## config.mk

```make
export PLATFORM = sky130hd
export DESIGN_NAME = wsdc_top
export DESIGN_NICKNAME = d
export VERILOG_FILES = /design/src/wsdc_pkg.sv /design/src/wsdc_pd_if.sv /design/src/wsdc_pfd.sv /design/src/wsdc_top.sv
export SDC_FILE = /design/constraint.sdc
export NUM_CORES = 1
export LEC_CHECK = 0
export BUFFER_PORTS_ARGS = -buffer_cell sky130_fd_sc_hd__buf_4
export CAP_MARGIN = 10
export CORE_UTILIZATION = 53
export CTS_BUF_LIST = sky130_fd_sc_hd__clkbuf_2 sky130_fd_sc_hd__clkbuf_4 sky130_fd_sc_hd__clkbuf_8
export DETAILED_ROUTE_END_ITERATION = 16
export PLACE_DENSITY = 0.81
export SLEW_MARGIN = 20
export SYNTH_ARGS = -nofsm -noshare
export SYNTH_HDL_FRONTEND = slang
export SYNTH_SLANG_ARGS = --single-unit
```

## constraint.sdc

```tcl
create_clock -name mclk_i -period 6.1 [get_ports mclk_i]
set_input_delay 0.61 -clock mclk_i [delete_from_list [all_inputs] [get_ports mclk_i]]
set_output_delay 0.61 -clock mclk_i [all_outputs]
set_load 0.02 [all_outputs]
```

## src/wsdc_pkg.sv

```systemverilog
// constants, field layout and state codes for the wideband synth divider control
// assumes one 200 MHz clock, a synchronous active-high reset and an AXI4-Lite master
// What this block does
// - a register write selects and strobes the latch holding divider data
// - reference divider divides the 8 MHz reference by 160 to 50 kHz
// - feedback divider divides by a programmed ratio from 80 to 160
// - feedback fast or leading: pump-down pulses low, pump-up stays high
// - feedback slow or lagging: pump-up pulses low, pump-down stays high
// - matched loop: both pump outputs high except a brief joint low pulse
// - feedback path prescales by two then by four, eight in total
// - divide-by-two gives top octave, counter taps give four lower octaves
// - three select lines pass one of five octaves to the output in the top range; codes 5 to 7 pass none
// - select lines decode into five filter enables and an isolation line
// - the matching filter turns on whenever its octave is selected
// - isolation line active for the two highest octaves only
// - power control low stops the reference generator and the oscillator
// - two low ranges use external oscillator, top range uses the synthesizer
// - lowest range with shunt bit set enables the sensor shunt
package wsdc_pkg;

	////////////////////////////////////////////////////////////////////////////
	localparam int unsigned CLK_MHZ     = 200;
	localparam int unsigned REF_MHZ     = 8;
	localparam int unsigned COMP_KHZ    = 50;
	localparam logic [7:0]  REF_DIV     = 8'hA0;
	localparam logic [7:0]  FB_MIN      = 8'h50;
	localparam logic [7:0]  FB_MAX      = 8'hA0;
	localparam logic [7:0]  FB_RST      = 8'hA0;
	localparam int unsigned LOCK_WIN_NS = 100;
	localparam int unsigned LOCK_WIN_CY = (LOCK_WIN_NS * CLK_MHZ) / 1000;
	localparam logic [7:0]  LOCK_WIN    = 8'(LOCK_WIN_CY);

	////////////////////////////////////////////////////////////////////////////
	localparam int unsigned ADDR_W      = 8;
	localparam logic [7:0]  CTRL_OFS    = 8'h00;
	localparam logic [7:0]  RATIO_OFS   = 8'h04;
	localparam logic [7:0]  STAT_OFS    = 8'h08;
	localparam logic [7:0]  REFDIV_OFS  = 8'h0C;
	localparam logic [7:0]  CTRL_RST    = 8'h00;
	localparam int unsigned CTRL_PWR    = 0;
	localparam int unsigned CTRL_FBS    = 1;
	localparam int unsigned CTRL_OCT    = 2;
	localparam int unsigned CTRL_SHUNT  = 5;
	localparam int unsigned CTRL_RNG    = 6;
	localparam int unsigned STAT_LOCK   = 0;
	localparam int unsigned STAT_UP_N   = 1;
	localparam int unsigned STAT_DN_N   = 2;
	localparam int unsigned STAT_PWR    = 3;
	localparam logic [2:0]  OCT_LAST    = 3'h4;
	localparam logic [2:0]  OCT_ISO_MAX = 3'h1;
	localparam logic [1:0]  RESP_OKAY   = 2'h0;
	localparam logic [1:0]  RESP_SLVERR = 2'h2;

	////////////////////////////////////////////////////////////////////////////
	typedef enum logic [1:0] {
		RNG_LOW  = 2'h0,
		RNG_MID  = 2'h1,
		RNG_HIGH = 2'h2
	} wsdc_range_t;

	typedef enum logic [1:0] {
		WR_IDLE = 2'b01,
		WR_RESP = 2'b10
	} wsdc_wr_st_t;

	typedef enum logic [1:0] {
		RD_IDLE = 2'b01,
		RD_DATA = 2'b10
	} wsdc_rd_st_t;

endpackage : wsdc_pkg

```

## src/wsdc_pd_if.sv

```systemverilog
// carries divided reference and feedback events to the phase detector and its outputs back
// assumes both ends sit on the same clock
interface wsdc_pd_if;
	logic ref_pulse;
	logic fb_pulse;
	logic pump_up_n;
	logic pump_down_n;
	logic locked;

	modport ctl (output ref_pulse, output fb_pulse,
		input pump_up_n, input pump_down_n, input locked);
	modport pd (input ref_pulse, input fb_pulse,
		output pump_up_n, output pump_down_n, output locked);
endinterface : wsdc_pd_if

```

## src/wsdc_pfd.sv

```systemverilog
// two-output phase/frequency detector with a lock flag
// assumes one-cycle event pulses many cycles apart, same clock as the caller
module wsdc_pfd
	import wsdc_pkg::*;
(
	input  wire logic mclk_i,
	input  wire logic srst_i,
	wsdc_pd_if.pd     pd
);

	logic       up_r,   up_nxt;
	logic       dn_r,   dn_nxt;
	logic       lock_r, lock_nxt;
	logic [7:0] win_r,  win_nxt;

	////////////////////////////////////////////////////////////////////////////
	always_comb begin
		up_nxt   = up_r | pd.ref_pulse;
		dn_nxt   = dn_r | pd.fb_pulse;
		lock_nxt = lock_r;
		win_nxt  = win_r;
		if (up_r && dn_r) begin
			// both low for one cycle, then release; a new event still lands
			up_nxt   = pd.ref_pulse;
			dn_nxt   = pd.fb_pulse;
			lock_nxt = (win_r <= LOCK_WIN);
			win_nxt  = 8'h00;
		end else if ((up_r || dn_r) && win_r != 8'hFF) begin
			win_nxt = win_r + 8'h01;
		end
	end

	always_ff @(posedge mclk_i) begin
		if (srst_i) begin
			up_r   <= 1'b0;
			dn_r   <= 1'b0;
			lock_r <= 1'b0;
			win_r  <= 8'h00;
		end else begin
			up_r   <= up_nxt;
			dn_r   <= dn_nxt;
			lock_r <= lock_nxt;
			win_r  <= win_nxt;
		end
	end

	// pump-up follows the reference, pump-down the feedback
	assign pd.pump_up_n   = ~up_r;
	assign pd.pump_down_n = ~dn_r;
	assign pd.locked      = lock_r;
endmodule : wsdc_pfd

```

## src/wsdc_top.sv

```systemverilog
// wideband synth divider control: register slave, dividers, octave mux and filter decode
// assumes ref_clk_i and vco_i are asynchronous pins well below half of mclk_i
module wsdc_top
	import wsdc_pkg::*;
(
	input  wire logic              mclk_i,
	input  wire logic              srst_i,
	input  wire logic [ADDR_W-1:0] s_axi_awaddr_i,
	input  wire logic              s_axi_awvalid_i,
	output logic                   s_axi_awready_o,
	input  wire logic [31:0]       s_axi_wdata_i,
	input  wire logic [3:0]        s_axi_wstrb_i,
	input  wire logic              s_axi_wvalid_i,
	output logic                   s_axi_wready_o,
	output logic [1:0]             s_axi_bresp_o,
	output logic                   s_axi_bvalid_o,
	input  wire logic              s_axi_bready_i,
	input  wire logic [ADDR_W-1:0] s_axi_araddr_i,
	input  wire logic              s_axi_arvalid_i,
	output logic                   s_axi_arready_o,
	output logic [31:0]            s_axi_rdata_o,
	output logic [1:0]             s_axi_rresp_o,
	output logic                   s_axi_rvalid_o,
	input  wire logic              s_axi_rready_i,
	input  wire logic              ref_clk_i,
	input  wire logic              vco_i,
	output logic                   ref_clk_en_o,
	output logic                   vco_en_o,
	output logic                   module_power_n_o,
	output logic                   band_switch_ctl_o,
	output logic                   octave_sel_bit0_o,
	output logic                   octave_sel_bit1_o,
	output logic                   octave_sel_bit2_o,
	output logic [4:0]             filter_en_o,
	output logic                   high_octave_isolate_o,
	output logic                   synth_out_o,
	output logic                   synth_source_o,
	output logic                   pump_up_n_o,
	output logic                   pump_down_n_o,
	output logic                   sensor_shunt_ctl_o
);

	wsdc_pd_if pd_if ();

	wsdc_pfd u_pfd (
		.mclk_i (mclk_i),
		.srst_i (srst_i),
		.pd     (pd_if.pd)
	);

	////////////////////////////////////////////////////////////////////////////
	// register slave
	wsdc_wr_st_t       wr_st_r,   wr_st_nxt;
	wsdc_rd_st_t       rd_st_r,   rd_st_nxt;
	logic              aw_got_r,  aw_got_nxt;
	logic              w_got_r,   w_got_nxt;
	logic [ADDR_W-1:0] wr_addr_r, wr_addr_nxt;
	logic [7:0]        wr_data_r, wr_data_nxt;
	logic              wr_be_r,   wr_be_nxt;
	logic [1:0]        bresp_r,   bresp_nxt;
	logic [31:0]       rdata_r,   rdata_nxt;
	logic [1:0]        rresp_r,   rresp_nxt;
	logic [7:0]        ctrl_r,    ctrl_nxt;
	logic [7:0]        ratio_r,   ratio_nxt;
	logic              wr_fire;
	logic              ratio_ok;
	logic              pwr_on;
	logic [2:0]        oct_code;
	wsdc_range_t       range_sel;

	assign pwr_on    = ctrl_r[CTRL_PWR];
	assign oct_code  = ctrl_r[CTRL_OCT +: 3];
	assign range_sel = wsdc_range_t'(ctrl_r[CTRL_RNG +: 2]);
	assign wr_fire   = (wr_st_r == WR_IDLE) && aw_got_r && w_got_r;
	assign ratio_ok  = (wr_data_r >= FB_MIN) && (wr_data_r <= FB_MAX);

	assign s_axi_awready_o = (wr_st_r == WR_IDLE) && !aw_got_r;
	assign s_axi_wready_o  = (wr_st_r == WR_IDLE) && !w_got_r;
	assign s_axi_bvalid_o  = (wr_st_r == WR_RESP);
	assign s_axi_bresp_o   = bresp_r;
	assign s_axi_arready_o = (rd_st_r == RD_IDLE);
	assign s_axi_rvalid_o  = (rd_st_r == RD_DATA);
	assign s_axi_rdata_o   = rdata_r;
	assign s_axi_rresp_o   = rresp_r;

	always_comb begin
		wr_st_nxt   = wr_st_r;
		aw_got_nxt  = aw_got_r;
		w_got_nxt   = w_got_r;
		wr_addr_nxt = wr_addr_r;
		wr_data_nxt = wr_data_r;
		wr_be_nxt   = wr_be_r;
		bresp_nxt   = bresp_r;
		ctrl_nxt    = ctrl_r;
		ratio_nxt   = ratio_r;
		if (s_axi_awvalid_i && s_axi_awready_o) begin
			aw_got_nxt  = 1'b1;
			wr_addr_nxt = s_axi_awaddr_i;
		end
		if (s_axi_wvalid_i && s_axi_wready_o) begin
			w_got_nxt   = 1'b1;
			wr_data_nxt = s_axi_wdata_i[7:0];
			wr_be_nxt   = s_axi_wstrb_i[0];
		end
		unique case (wr_st_r)
			WR_IDLE: begin
				if (wr_fire) begin
					wr_st_nxt = WR_RESP;
					bresp_nxt = RESP_OKAY;
					unique case (wr_addr_r)
						CTRL_OFS: begin
							if (wr_be_r) ctrl_nxt = wr_data_r;
						end
						// address decode plus write forms the latch strobe
						RATIO_OFS: begin
							if (wr_be_r && ratio_ok) ratio_nxt = wr_data_r;
						end
						STAT_OFS, REFDIV_OFS: bresp_nxt = RESP_OKAY;
						default: bresp_nxt = RESP_SLVERR;
					endcase
				end
			end
			WR_RESP: begin
				if (s_axi_bready_i) begin
					wr_st_nxt  = WR_IDLE;
					aw_got_nxt = 1'b0;
					w_got_nxt  = 1'b0;
				end
			end
		endcase
	end

	always_comb begin
		rd_st_nxt = rd_st_r;
		rdata_nxt = rdata_r;
		rresp_nxt = rresp_r;
		unique case (rd_st_r)
			RD_IDLE: begin
				if (s_axi_arvalid_i) begin
					rd_st_nxt = RD_DATA;
					rresp_nxt = RESP_OKAY;
					rdata_nxt = 32'h0000_0000;
					unique case (s_axi_araddr_i)
						CTRL_OFS:   rdata_nxt[7:0] = ctrl_r;
						RATIO_OFS:  rdata_nxt[7:0] = ratio_r;
						STAT_OFS: begin
							rdata_nxt[STAT_LOCK] = pd_if.locked;
							rdata_nxt[STAT_UP_N] = pd_if.pump_up_n;
							rdata_nxt[STAT_DN_N] = pd_if.pump_down_n;
							rdata_nxt[STAT_PWR]  = pwr_on;
						end
						REFDIV_OFS: rdata_nxt[7:0] = REF_DIV;
						default:    rresp_nxt = RESP_SLVERR;
					endcase
				end
			end
			RD_DATA: begin
				if (s_axi_rready_i) rd_st_nxt = RD_IDLE;
			end
		endcase
	end

	always_ff @(posedge mclk_i) begin
		if (srst_i) begin
			wr_st_r   <= WR_IDLE;
			rd_st_r   <= RD_IDLE;
			aw_got_r  <= 1'b0;
			w_got_r   <= 1'b0;
			wr_addr_r <= '0;
			wr_data_r <= 8'h00;
			wr_be_r   <= 1'b0;
			bresp_r   <= RESP_OKAY;
			rdata_r   <= 32'h0000_0000;
			rresp_r   <= RESP_OKAY;
			ctrl_r    <= CTRL_RST;
			ratio_r   <= FB_RST;
		end else begin
			wr_st_r   <= wr_st_nxt;
			rd_st_r   <= rd_st_nxt;
			aw_got_r  <= aw_got_nxt;
			w_got_r   <= w_got_nxt;
			wr_addr_r <= wr_addr_nxt;
			wr_data_r <= wr_data_nxt;
			wr_be_r   <= wr_be_nxt;
			bresp_r   <= bresp_nxt;
			rdata_r   <= rdata_nxt;
			rresp_r   <= rresp_nxt;
			ctrl_r    <= ctrl_nxt;
			ratio_r   <= ratio_nxt;
		end
	end

	////////////////////////////////////////////////////////////////////////////
	// pin synchronisers; third stage only feeds edge detection
	logic ref_s1_r, ref_s2_r, ref_s3_r;
	logic vco_s1_r, vco_s2_r, vco_s3_r;

	always_ff @(posedge mclk_i) begin
		if (srst_i) begin
			{ref_s1_r, ref_s2_r, ref_s3_r} <= 3'h0;
			{vco_s1_r, vco_s2_r, vco_s3_r} <= 3'h0;
		end else begin
			{ref_s1_r, ref_s2_r, ref_s3_r} <= {ref_clk_i, ref_s1_r, ref_s2_r};
			{vco_s1_r, vco_s2_r, vco_s3_r} <= {vco_i, vco_s1_r, vco_s2_r};
		end
	end

	////////////////////////////////////////////////////////////////////////////
	// dividers; all held cleared while the module is powered down
	logic [7:0] ref_cnt_r, ref_cnt_nxt;
	logic       ref_pls_r, ref_pls_nxt;
	logic       div2_r,    div2_nxt;
	logic [3:0] cnt4_r,    cnt4_nxt;
	logic [7:0] fb_cnt_r,  fb_cnt_nxt;
	logic       fb_pls_r,  fb_pls_nxt;
	logic       ref_rise, vco_rise, pre_edge;

	assign ref_rise = ref_s2_r & ~ref_s3_r;
	assign vco_rise = vco_s2_r & ~vco_s3_r;
	// counter bit 1 rising marks the divide-by-eight feedback edge
	assign pre_edge = vco_rise && !div2_r && (cnt4_r[1:0] == 2'b01);

	always_comb begin
		ref_cnt_nxt = ref_cnt_r;
		ref_pls_nxt = 1'b0;
		div2_nxt    = div2_r;
		cnt4_nxt    = cnt4_r;
		fb_cnt_nxt  = fb_cnt_r;
		fb_pls_nxt  = 1'b0;
		if (!pwr_on) begin
			ref_cnt_nxt = 8'h00;
			div2_nxt    = 1'b0;
			cnt4_nxt    = 4'h0;
			fb_cnt_nxt  = 8'h00;
		end else begin
			if (ref_rise) begin
				if (ref_cnt_r == REF_DIV - 8'h01) begin
					ref_cnt_nxt = 8'h00;
					ref_pls_nxt = 1'b1;
				end else begin
					ref_cnt_nxt = ref_cnt_r + 8'h01;
				end
			end
			if (vco_rise) begin
				div2_nxt = ~div2_r;
				if (!div2_r) cnt4_nxt = cnt4_r + 4'h1;
			end
			if (pre_edge) begin
				// ratio may shrink mid-count; wrap at once rather than overrun
				if (fb_cnt_r >= ratio_r - 8'h01) begin
					fb_cnt_nxt = 8'h00;
					fb_pls_nxt = 1'b1;
				end else begin
					fb_cnt_nxt = fb_cnt_r + 8'h01;
				end
			end
		end
	end

	always_ff @(posedge mclk_i) begin
		if (srst_i) begin
			ref_cnt_r <= 8'h00;
			ref_pls_r <= 1'b0;
			div2_r    <= 1'b0;
			cnt4_r    <= 4'h0;
			fb_cnt_r  <= 8'h00;
			fb_pls_r  <= 1'b0;
		end else begin
			ref_cnt_r <= ref_cnt_nxt;
			ref_pls_r <= ref_pls_nxt;
			div2_r    <= div2_nxt;
			cnt4_r    <= cnt4_nxt;
			fb_cnt_r  <= fb_cnt_nxt;
			fb_pls_r  <= fb_pls_nxt;
		end
	end

	assign pd_if.ref_pulse = ref_pls_r;
	assign pd_if.fb_pulse  = fb_pls_r;

	////////////////////////////////////////////////////////////////////////////
	// octave mux and filter decode
	logic       synth_r, synth_nxt;
	logic [4:0] filt_r,  filt_nxt;
	logic       iso_r,   iso_nxt;
	logic [4:0] taps;

	assign taps = {cnt4_r, div2_r};

	always_comb begin
		synth_nxt = 1'b0;
		filt_nxt  = 5'h00;
		iso_nxt   = 1'b0;
		if (oct_code <= OCT_LAST) begin
			filt_nxt = 5'(5'h01 << oct_code);
			iso_nxt  = (oct_code <= OCT_ISO_MAX);
			if (pwr_on && range_sel == RNG_HIGH)
				synth_nxt = taps[oct_code];
		end
	end

	always_ff @(posedge mclk_i) begin
		if (srst_i) begin
			synth_r <= 1'b0;
			filt_r  <= 5'h00;
			iso_r   <= 1'b0;
		end else begin
			synth_r <= synth_nxt;
			filt_r  <= filt_nxt;
			iso_r   <= iso_nxt;
		end
	end

	assign synth_out_o           = synth_r;
	assign filter_en_o           = filt_r;
	assign high_octave_isolate_o = iso_r;
	assign ref_clk_en_o          = pwr_on;
	assign vco_en_o              = pwr_on;
	assign module_power_n_o      = pwr_on;
	assign band_switch_ctl_o     = ctrl_r[CTRL_FBS];
	assign octave_sel_bit0_o     = oct_code[0];
	assign octave_sel_bit1_o     = oct_code[1];
	assign octave_sel_bit2_o     = oct_code[2];
	assign synth_source_o        = (range_sel == RNG_HIGH);
	assign sensor_shunt_ctl_o    = ctrl_r[CTRL_SHUNT] && (range_sel == RNG_LOW);
	assign pump_up_n_o           = pd_if.pump_up_n;
	assign pump_down_n_o         = pd_if.pump_down_n;
endmodule : wsdc_top

```

==> metrics, run 1 <==
status=completed; Synthesis Warnings=0; multiplexer share of the synthesized area=0.0325; Post-CTS Setup Bufs=0; Post-Synth Simple-Gate Area=0.213; CTS-repair resized insts=0; Syn Area/Cell=between 8 and 9 um2; Setup TNS=0 ns; path depth of the worst reg2reg path=9; Synth Flop Type=dfxtp_1; Leak=slightly below 2 nW; Layout area overhead=14.6%; power after layout=1.24 mW; Critical R2R Launch=ratio_r[0]; share of cells above drive strength 1=0.160; Synth Area in Adders=0.0427; met1 WL=~4100 um; P_int=around 930 uW; filler cell count=677; H-tree Lvls=3; most common cell after layout, fill and taps aside=dfxtp_1; Hold EP=ref_s1_r; GRT Overall Usage=0.226; Finished Core Util=0.638; final-stage net count=between 600 and 700; clock skew=a little under 0.01 ns; DRT Pass-1 Iters=4; GPL Wtd Cong=about 0.8; P per Cell Area=246 nW/um2; hold depth=2; min-delay src=ref_clk_i; most frequent cells in the layout=dfxtp_1, nand2_1, buf_4; setup slack, reg-to-reg=between 3 and 4 ns; vias per cell=5.32; routed wl met3=about 400 um; Sw Pwr=approximately 310 uW; sequential share of power=0.530; die area=just under 9000 um2; antenna violations before repair=0; detailed placement HPWL=~6500 um; clock share of power=0.383; Unique masters post-synth=55; clk buf depth=2; ANT nets after route=0; Root Driver=clkbuf_8; Rows=32; Worst-Skew Late Latency=about 0.38 ns; DR WL/cell=between 10 and 15 um; Max Cap Viol=0; Hold WC Path Type=input port to register; cell area after synthesis=4390 um2; Yosys reg bits=between 90 and 100; VDD IR max=between 0.00015 and 0.0002 V; DRC violations left=0; RSZ-0062 raised after global routing=no; number of buffers created by CTS=9; total gr overflow=0; clk slew on worst S/H paths=~0.10 ns; n_diodes=0; Combinational Power Share=0.087; Worst Tran Pin Value=between 0.7 and 0.8 ns; Die Height=~93 um; port bufs=between 60 and 70; fin crit share=0.461; Worst EP required=6.38 ns; first-pass GRT wire length=roughly 15000 um; Core Region=between 7000 and 8000 um2; Setup CP Type=register to register; largest net degree at the start of global routing=63; top routing layer used=met4; Synth Area in XOR/XNOR=0.0439; WP data arrival=3.10 ns; die width=approximately 93 um; reg2reg end=fb_cnt_r[5]; initial core utilization=0.557; hold slack=0.444 ns; CP Capture Type=register; EDFF count, synth=0; fmax=between 300 and 400 MHz; vias in the first global route=~3500; Critical Path Start Type=register; compound-cell area share of the yosys netlist=0.142; Final Setup Violations=0; CTS tree=done; final hold violation count=0; Slew headroom=0.460; Ports=120; fin crit period=approximately 2.8 ns; main combinational cell family by area after synthesis=simple AND/OR/NAND/NOR gates; fin. max-slew vios=0; post-synthesis cell count=just over 500; Switching Share=0.253; 1st-iter DRT viols=roughly 120; sequential cell area fraction in the yosys report=0.438; WL final=about 9000 um; CTS Sinks=96; via count=between 3000 and 4000; Post-CTS Hold Fix Bufs=0; fraction of registers with async set/reset=0; worst-path maximum fanout=7; met2 wire length=4280 um
layout make-up:
cell class              instances  area, um2  area share
clock buffers                  10        131      0.0261
clock inverters                 6        100      0.0199
inverters                      18       67.6      0.0134
multi-input cells             372       2180       0.433
flip-flops and latches         96       1920       0.382
well taps                     102        128      0.0254
repair buffers                 67        503       0.100
metrics by stage:
stage,worst slack (ns),area (um2),std cells
2_1_floorplan,3.74,4490,535
3_3_place_gp,3.41,4800,655
3_5_place_dp,3.27,4800,655
4_1_cts,3.26,5030,671
5_1_grt,3.04,5030,671
6_report,3.29,5030,671
critical path: stages (launching register included):
cell and delay (ns):
dfxtp_1 0.47, inv_1 0.12, ha_1 0.24, xnor2_1 0.13
ha_1 0.31, a211oi_1 0.22, o21ai_1 0.13, a211oi_2 0.47
nand3_1 0.30, o311ai_1 0.34
state kept, by name (all words and copies together) (netlist names), 2 cells and up:
name and cells:
fb_cnt_r 8, rd_st_r 2, wr_data_r 8, cnt4_r 4
wr_st_r 2, u_pfd.win_r 8, filter_en_o 5, ref_cnt_r 8
ctrl_r 8, ratio_r 8, wr_addr_r 8, s_axi_rdata_o 8
worst max-delay path by stage:
stage	startpoint	end	cells after the start
3_3_place_gp	srst_i	fb_cnt_r[6]	5
6_report	ratio_r[0]	fb_cnt_r[5]	9
2_1_floorplan	ratio_r[0]	fb_cnt_r[5]	9
4_1_cts	ratio_r[0]	fb_cnt_r[5]	9
3_5_place_dp	ratio_r[0]	fb_cnt_r[5]	9
5_1_grt	ratio_r[0]	fb_cnt_r[5]	9
synthesized netlist by cell type (4+ instances only):
| library cell | instances | share of area |
|---|---|---|
| dfxtp_1 | 96 | 0.44 |
| o21ai_0 | 14 | 0.016 |
| o21a_1 | 4 | 0.0068 |
| buf_4 | 28 | 0.048 |
| clkbuf_1 | 18 | 0.015 |
| ha_1 | 15 | 0.043 |
| inv_1 | 18 | 0.015 |
| xnor2_1 | 12 | 0.024 |
| nand2b_1 | 4 | 0.0057 |
| and2_1 | 6 | 0.0085 |
| nor3_1 | 7 | 0.0080 |
| nand4_1 | 6 | 0.0085 |
| nor2_1 | 53 | 0.045 |
| nand3_1 | 11 | 0.013 |
| nor4_1 | 7 | 0.010 |
| a211oi_1 | 4 | 0.0068 |
| mux2i_1 | 12 | 0.027 |
| nor2b_1 | 13 | 0.019 |
| a21oi_1 | 46 | 0.052 |
| xor2_1 | 10 | 0.020 |
| o22ai_1 | 5 | 0.0071 |
| nand2_1 | 69 | 0.059 |
per-layer routing:
metal,vias up,GRT usage
met5,-,0
met4,0,0.0962
met3,17,0.0480
met2,97,0.384
met1,1655,0.276
li1,1801,-
power by group through the flow:
stage	clock (mW)	combinational, mW	sequential [mW]
4_1_cts	0.486	0.107	0.657
5_1_grt	0.507	0.118	0.660
2_1_floorplan	0	0.0855	0.669
3_5_place_dp	0	0.107	0.671
3_3_place_gp	0	0.104	0.670
6_report	0.475	0.108	0.657
logic make-up after synthesis:
kind of cell | count (synthesis)
buf+inv | 67
simple gates | 196
xor+xnor | 22
other cells | 1
flops | 96
mux | 13
fa+ha+maj | 15
compound gates | 100
Note: power is estimated with default switching activity, not from simulation.
==> inputs of run 2 (changes only) <==
--- a/config.mk
+++ b/config.mk
@@ -7,10 +7,10 @@
 export LEC_CHECK = 0
 export BUFFER_PORTS_ARGS = -buffer_cell sky130_fd_sc_hd__buf_4
 export CAP_MARGIN = 10
-export CORE_UTILIZATION = 53
+export CORE_UTILIZATION = 49
 export CTS_BUF_LIST = sky130_fd_sc_hd__clkbuf_2 sky130_fd_sc_hd__clkbuf_4 sky130_fd_sc_hd__clkbuf_8
 export DETAILED_ROUTE_END_ITERATION = 16
-export PLACE_DENSITY = 0.81
+export PLACE_DENSITY = 0.78
 export SLEW_MARGIN = 20
 export SYNTH_ARGS = -nofsm -noshare
 export SYNTH_HDL_FRONTEND = slang
==> constraint.sdc (replaced) <==
create_clock -name mclk_i -period 2.4 [get_ports mclk_i]
set_input_delay 0.24 -clock mclk_i [delete_from_list [all_inputs] [get_ports mclk_i]]
set_output_delay 0.24 -clock mclk_i [all_outputs]
set_load 0.02 [all_outputs]
==> metrics, run 2 (synthesis gave the netlist of run 1 again) <==
status=completed (unchanged); final-stage net count=654 (was 640); port bufs=66 (unchanged); largest net degree at the start of global routing=44 (was 63); met3 usage=0.0397 (was 0.0480); Core Region=8680 um2 (was 7890 um2); Max Cap Viol=0 (unchanged); M2 GR Usage=0.324 (was 0.384); Slew headroom=0.486 (was 0.460); DRC violations left=0 (unchanged); P per Cell Area=587 nW/um2 (was 246 nW/um2); DP Worst Slack=-0.0505 ns (was 3.27 ns); clk slew on worst S/H paths=0.09 ns (was 0.10 ns); DRT Pass-1 Iters=4 (unchanged); vias per cell=5.36 (was 5.32); worst setup margin=0.101 ns (was 3.29 ns); GPL Wtd Cong=0.791 (was 0.806); antenna violations before repair=0 (unchanged); via count=3694 (was 3570); Worst EP required=2.69 ns (was 6.38 ns); Final Setup Violations=0 (unchanged); fin crit period=2.30 ns (was 2.81 ns); n_diodes=0 (unchanged); met1 GRT Util=0.253 (was 0.276); 1st-iter DRT viols=156 (was 118); initial core utilization=0.506 (was 0.557); DR WL/cell=13.7 um (was 13.4 um); Worst-Skew Late Latency=0.36 ns (was 0.38 ns); Ports=120 (unchanged); total gr overflow=0 (unchanged); final hold violation count=0 (unchanged); clock skew=0.00824 ns (was 0.00962 ns); Setup TNS=0 ns (unchanged); Hold WC Path Type=input port to register (unchanged); GRT Overall Usage=0.197 (was 0.226); most frequent cells in the layout=dfxtp_1, buf_4, nand2_1 (was dfxtp_1, nand2_1, buf_4); CP Capture Type=register (unchanged); die width=96.7 um (was 93.0 um); share of cells above drive strength 1=0.210 (was 0.160); VDD IR max=0.000442 V (was 0.000170 V); first-pass GRT wire length=15200 um (was 15400 um); Root Driver=clkbuf_8 (unchanged); Die Height=96.7 um (was 93.0 um); fin crit share=0.958 (was 0.461); WL final=9450 um (was 9000 um); CTS Sinks=96 (unchanged); Setup CP Type=register to register (unchanged); die area=9350 um2 (was 8650 um2); clk buf depth=2 (unchanged); detailed placement HPWL=6690 um (was 6540 um); number of buffers created by CTS=9 (unchanged); WP data arrival=2.59 ns (was 3.10 ns); Layout area overhead=18.8% (was 14.6%); fmax=435 MHz (was 355 MHz); Worst Tran Pin Value=0.751 ns (was 0.789 ns); Leak=2.06 nW (was 1.99 nW); Rows=34 (was 32); Post-CTS Hold Fix Bufs=0 (unchanged); vias in the first global route=3381 (was 3506); ANT nets after route=0 (unchanged); H-tree Lvls=3 (unchanged); GR peak layer=met2 (unchanged); worst-path maximum fanout=6 (was 7); fin. max-slew vios=0 (unchanged); Critical Path Start Type=register (unchanged); hold slack=0.0871 ns (was 0.444 ns); power after layout=3.06 mW (was 1.24 mW); CTS tree=done (unchanged); most common cell after layout, fill and taps aside=dfxtp_1 (unchanged)
[run 2: cell type report]
cell class	instances	area, um2
tap	108	135
inverter	18	70.1
fill	749	3460
clock buffer	9	124
timing repair buffer	81	612
clock inverter	5	82.6
sequential	96	1930
multi-input combinational	372	2260
[run 2: path summary, 6_finish.rpt]
path	from	endpoint	slack, ns	cells past startpoint
worst min register to register	ref_s1_r	ref_s2_r	0.45	1
worst max register to register	ratio_r[0]	fb_cnt_r[2]	0.10	10
worst max-delay path	ratio_r[0]	fb_cnt_r[2]	0.10	10
worst min-delay path	ref_clk_i	ref_s1_r	0.09	2
[run 2: per-layer routing]
layer  part of all wire  routed length, um  vias to the layer above
met5                  0                  0                        -
met4              0.021                202                        0
met3              0.050                470                       20
met2               0.48               4520                      106
met1               0.45               4260                     1740
li1                   -                  -                     1828
[run 2: power breakdown]
part | leakage (nW) | total (mW) | switching, mW | internal (mW)
Combinational | 1.18 | 0.273 | 0.170 | 0.103
Sequential | 0.782 | 1.67 | 0.0353 | 1.63
Clock | 0.106 | 1.12 | 0.545 | 0.579
[run 2: repair_timing]
item	CTS	global route
gates resized for setup	3	23
endpoints found under the hold margin	0	0
endpoints found under the setup margin	4	6
buffers inserted	0	5
pin swaps	0	16
[run 2: worst max-delay path, stage by stage (launching register included)]
cell      delay (ns)
dfxtp_4         0.38
buf_4           0.14
nor4_4          0.26
xnor2_1         0.12
ha_1            0.33
a21oi_2         0.15
o21ai_2         0.08
a211oi_2        0.27
nand3_2         0.21
buf_6           0.16
o22ai_1         0.13
[run 2: metrics by stage]
step	util	cells	cell area [um2]
global placement	0.562	670	4880
floorplan	-	535	4490
detailed placement	0.562	670	4880
finish	0.601	689	5220
global route	0.601	689	5220
CTS	0.587	684	5090
==> inputs of run 3 (changes only) <==
--- a/config.mk
+++ b/config.mk
@@ -10,7 +10,7 @@
 export CORE_UTILIZATION = 49
 export CTS_BUF_LIST = sky130_fd_sc_hd__clkbuf_2 sky130_fd_sc_hd__clkbuf_4 sky130_fd_sc_hd__clkbuf_8
 export DETAILED_ROUTE_END_ITERATION = 16
-export PLACE_DENSITY = 0.78
+export PLACE_DENSITY = 0.89
 export SLEW_MARGIN = 20
 export SYNTH_ARGS = -nofsm -noshare
 export SYNTH_HDL_FRONTEND = slang
==> metrics, run 3 (synthesis gave the netlist of run 1 again) <==
met2 wire length=4780 um (was 4520 um); CP Capture Type=register (unchanged); H-tree Lvls=3 (unchanged); GRT Overall Usage=0.202 (was 0.197); Worst EP required=2.67 ns (was 2.69 ns); Setup CP Type=register to register (unchanged); Final Setup Violations=0 (unchanged); Worst-Skew Late Latency=0.36 ns (about the same); GPL Wtd Cong=0.823 (was 0.791); Critical Path Start Type=register (unchanged); status=completed (unchanged); worst-path maximum fanout=6 (unchanged); final hold violation count=0 (unchanged); fin crit share=0.973 (was 0.958); clk slew on worst S/H paths=0.09 ns (about the same); Core Region=8680 um2 (unchanged); chain of cells forming the critical path=nor3_2 -> nand2_1 -> xor2_1 -> ha_1 -> a21oi_1 -> o21ai_1 -> a211oi_2 -> buf_4 -> buf_4 -> nand3_1 -> o311ai_2 (was buf_4 -> nor4_4 -> xnor2_1 -> ha_1 -> a21oi_2 -> o21ai_2 -> a211oi_2 -> nand3_2 -> buf_6 -> o22ai_1); worst setup margin=0.0655 ns (was 0.101 ns); CTS tree=done (unchanged); Hold EP=ref_s1_r (unchanged); hold depth=2 (unchanged); reg2reg end=fb_cnt_r[6] (was fb_cnt_r[2]); WL final=9720 um (was 9450 um); fin. max-slew vios=0 (unchanged); DRT Pass-1 Iters=4 (unchanged); most frequent CP cell=buf_4; Layout area overhead=17.7% (was 18.8%); via count=3744 (was 3694); filler cell count=740 (was 749); Post-CTS Hold Fix Bufs=0 (unchanged); DR WL/cell=14.1 um (was 13.7 um); crit-path max cell delay=0.37 ns (was 0.38 ns); ANT nets after route=0 (unchanged); Setup TNS=0 ns (unchanged); most frequent cells in the layout=dfxtp_1, buf_4, nand2_1 (unchanged); Placed Cells=670 (unchanged); non-filler cells, final=689 (unchanged); DP Worst Slack=-0.0910 ns (was -0.0505 ns); Slew headroom=0.472 (was 0.486); met1 WL=4140 um (was 4260 um); final-stage net count=653 (was 654); setup slack, reg-to-reg=0.07 ns (was 0.10 ns); Critical R2R Launch=ratio_r[0] (unchanged); die width=96.7 um (unchanged); initial core utilization=0.506 (unchanged); largest net degree at the start of global routing=31 (was 44); CP max stage cell=dfxtp_4 (unchanged); number of buffers created by CTS=9 (unchanged); 1st-iter DRT viols=129 (was 156); port bufs=66 (unchanged); n_diodes=0 (unchanged); first-pass GRT wire length=15500 um (was 15200 um); CTS Sinks=96 (unchanged); Rows=34 (unchanged); Root Driver=clkbuf_8 (unchanged); VDD IR max=0.000433 V (was 0.000442 V); most common cell after layout, fill and taps aside=dfxtp_1 (unchanged); vias in the first global route=3496 (was 3381); DRC violations left=0 (unchanged); Max Cap Viol=0 (unchanged); share of cells above drive strength 1=0.207 (was 0.210); Hold WC Path Type=input port to register (unchanged); Die Height=96.7 um (unchanged); Worst Tran Pin Value=0.772 ns (was 0.751 ns); vias per cell=5.43 (was 5.36); area of the multi-input gates=2270 um2 (was 2260 um2); clock skew=0.00699 ns (was 0.00824 ns); fin crit period=2.33 ns (was 2.30 ns); P per Cell Area=559 nW/um2 (was 587 nW/um2); die area=9350 um2 (unchanged); WP data arrival=2.61 ns (was 2.59 ns); routed wl met3=552 um (was 470 um); total gr overflow=0 (unchanged); path depth of the worst reg2reg path=11 (was 10); fmax=428 MHz (was 435 MHz); antenna violations before repair=0 (unchanged); detailed placement HPWL=6980 um (was 6690 um); hold slack=0.0845 ns (was 0.0871 ns); Reg area=1930 um2 (about the same); clk buf depth=2 (unchanged); min-delay src=ref_clk_i (unchanged); Leak=2.03 nW (was 2.06 nW); top routing layer used=met4 (unchanged); Ports=120 (unchanged)
-- run 3: cell types whose count changed in the layout (fill, tap and decap cells not counted), sizes merged --
cell | before | now
clkinvlp | 0 | 2
bufinv | 2 | 0
clkbuf | 9 | 10
clkinv | 2 | 3
inv | 19 | 18
buf | 81 | 80
-- run 3: layer usage --
layer,track usage,up-vias
li1,-,1829
met1,0.236,1765
met2,0.343,125
met3,0.0506,25
met4,0.0999,0
met5,0,-
-- run 3: power by group --
part | switching (mW) | internal, mW
clock | 0.548 | 0.397
sequential | 0.0367 | 1.63
combinational | 0.173 | 0.104
-- run 3: area by class of cell --
class	instances	share of cell area
Clock inverter	5	0.00653
Sequential cell	96	0.373
Timing Repair Buffer	80	0.116
Inverter	18	0.0131
Tap cell	108	0.0261
Clock buffer	10	0.0266
Multi-Input combinational cell	372	0.438
-- run 3: how the worst max path moves through the flow --
stage / slack, ns / endpoint / startpoint / depth (start not counted)
4_1_cts: 0.01 / fb_cnt_r[6] / ratio_r[0] / 9
2_1_floorplan: 0.04 / fb_cnt_r[5] / ratio_r[0] / 9
3_3_place_gp: 0.06 / fb_cnt_r[6] / ratio_r[0] / 9
5_1_grt: -0.08 / fb_cnt_r[6] / ratio_r[0] / 9
3_5_place_dp: -0.09 / fb_cnt_r[3] / ratio_r[0] / 9
6_report: 0.07 / fb_cnt_r[6] / ratio_r[0] / 11
-- run 3: critical path: cells and delay by family, from the launching register on --
family,cells,cell delay (ns)
AO/OA/AOI/OAI,4,0.63
adder cells (fa/ha/maj),1,0.29
AND/OR/NAND/NOR,3,0.49
flip-flops,1,0.37
buffers and inverters,2,0.29
XOR/XNOR,1,0.16
-- run 3: what timing repair did --
action                                  4_1_cts  5_1_grt
endpoints found under the hold margin         0        0
pin swaps                                     0        9
resized for setup                             4       18
setup buffers                                 0        4
endpoints found under the setup margin        4        6
-- run 3: metrics by stage --
step / utilization / instance area (um2) / total power, mW
6_report: 0.596 / 5170 / 2.89
5_1_grt: 0.596 / 5170 / 3.00
4_1_cts: 0.583 / 5060 / 2.90
3_5_place_dp: 0.562 / 4880 / 1.98
3_3_place_gp: 0.562 / 4880 / 1.97
2_1_floorplan: - / 4490 / 1.92
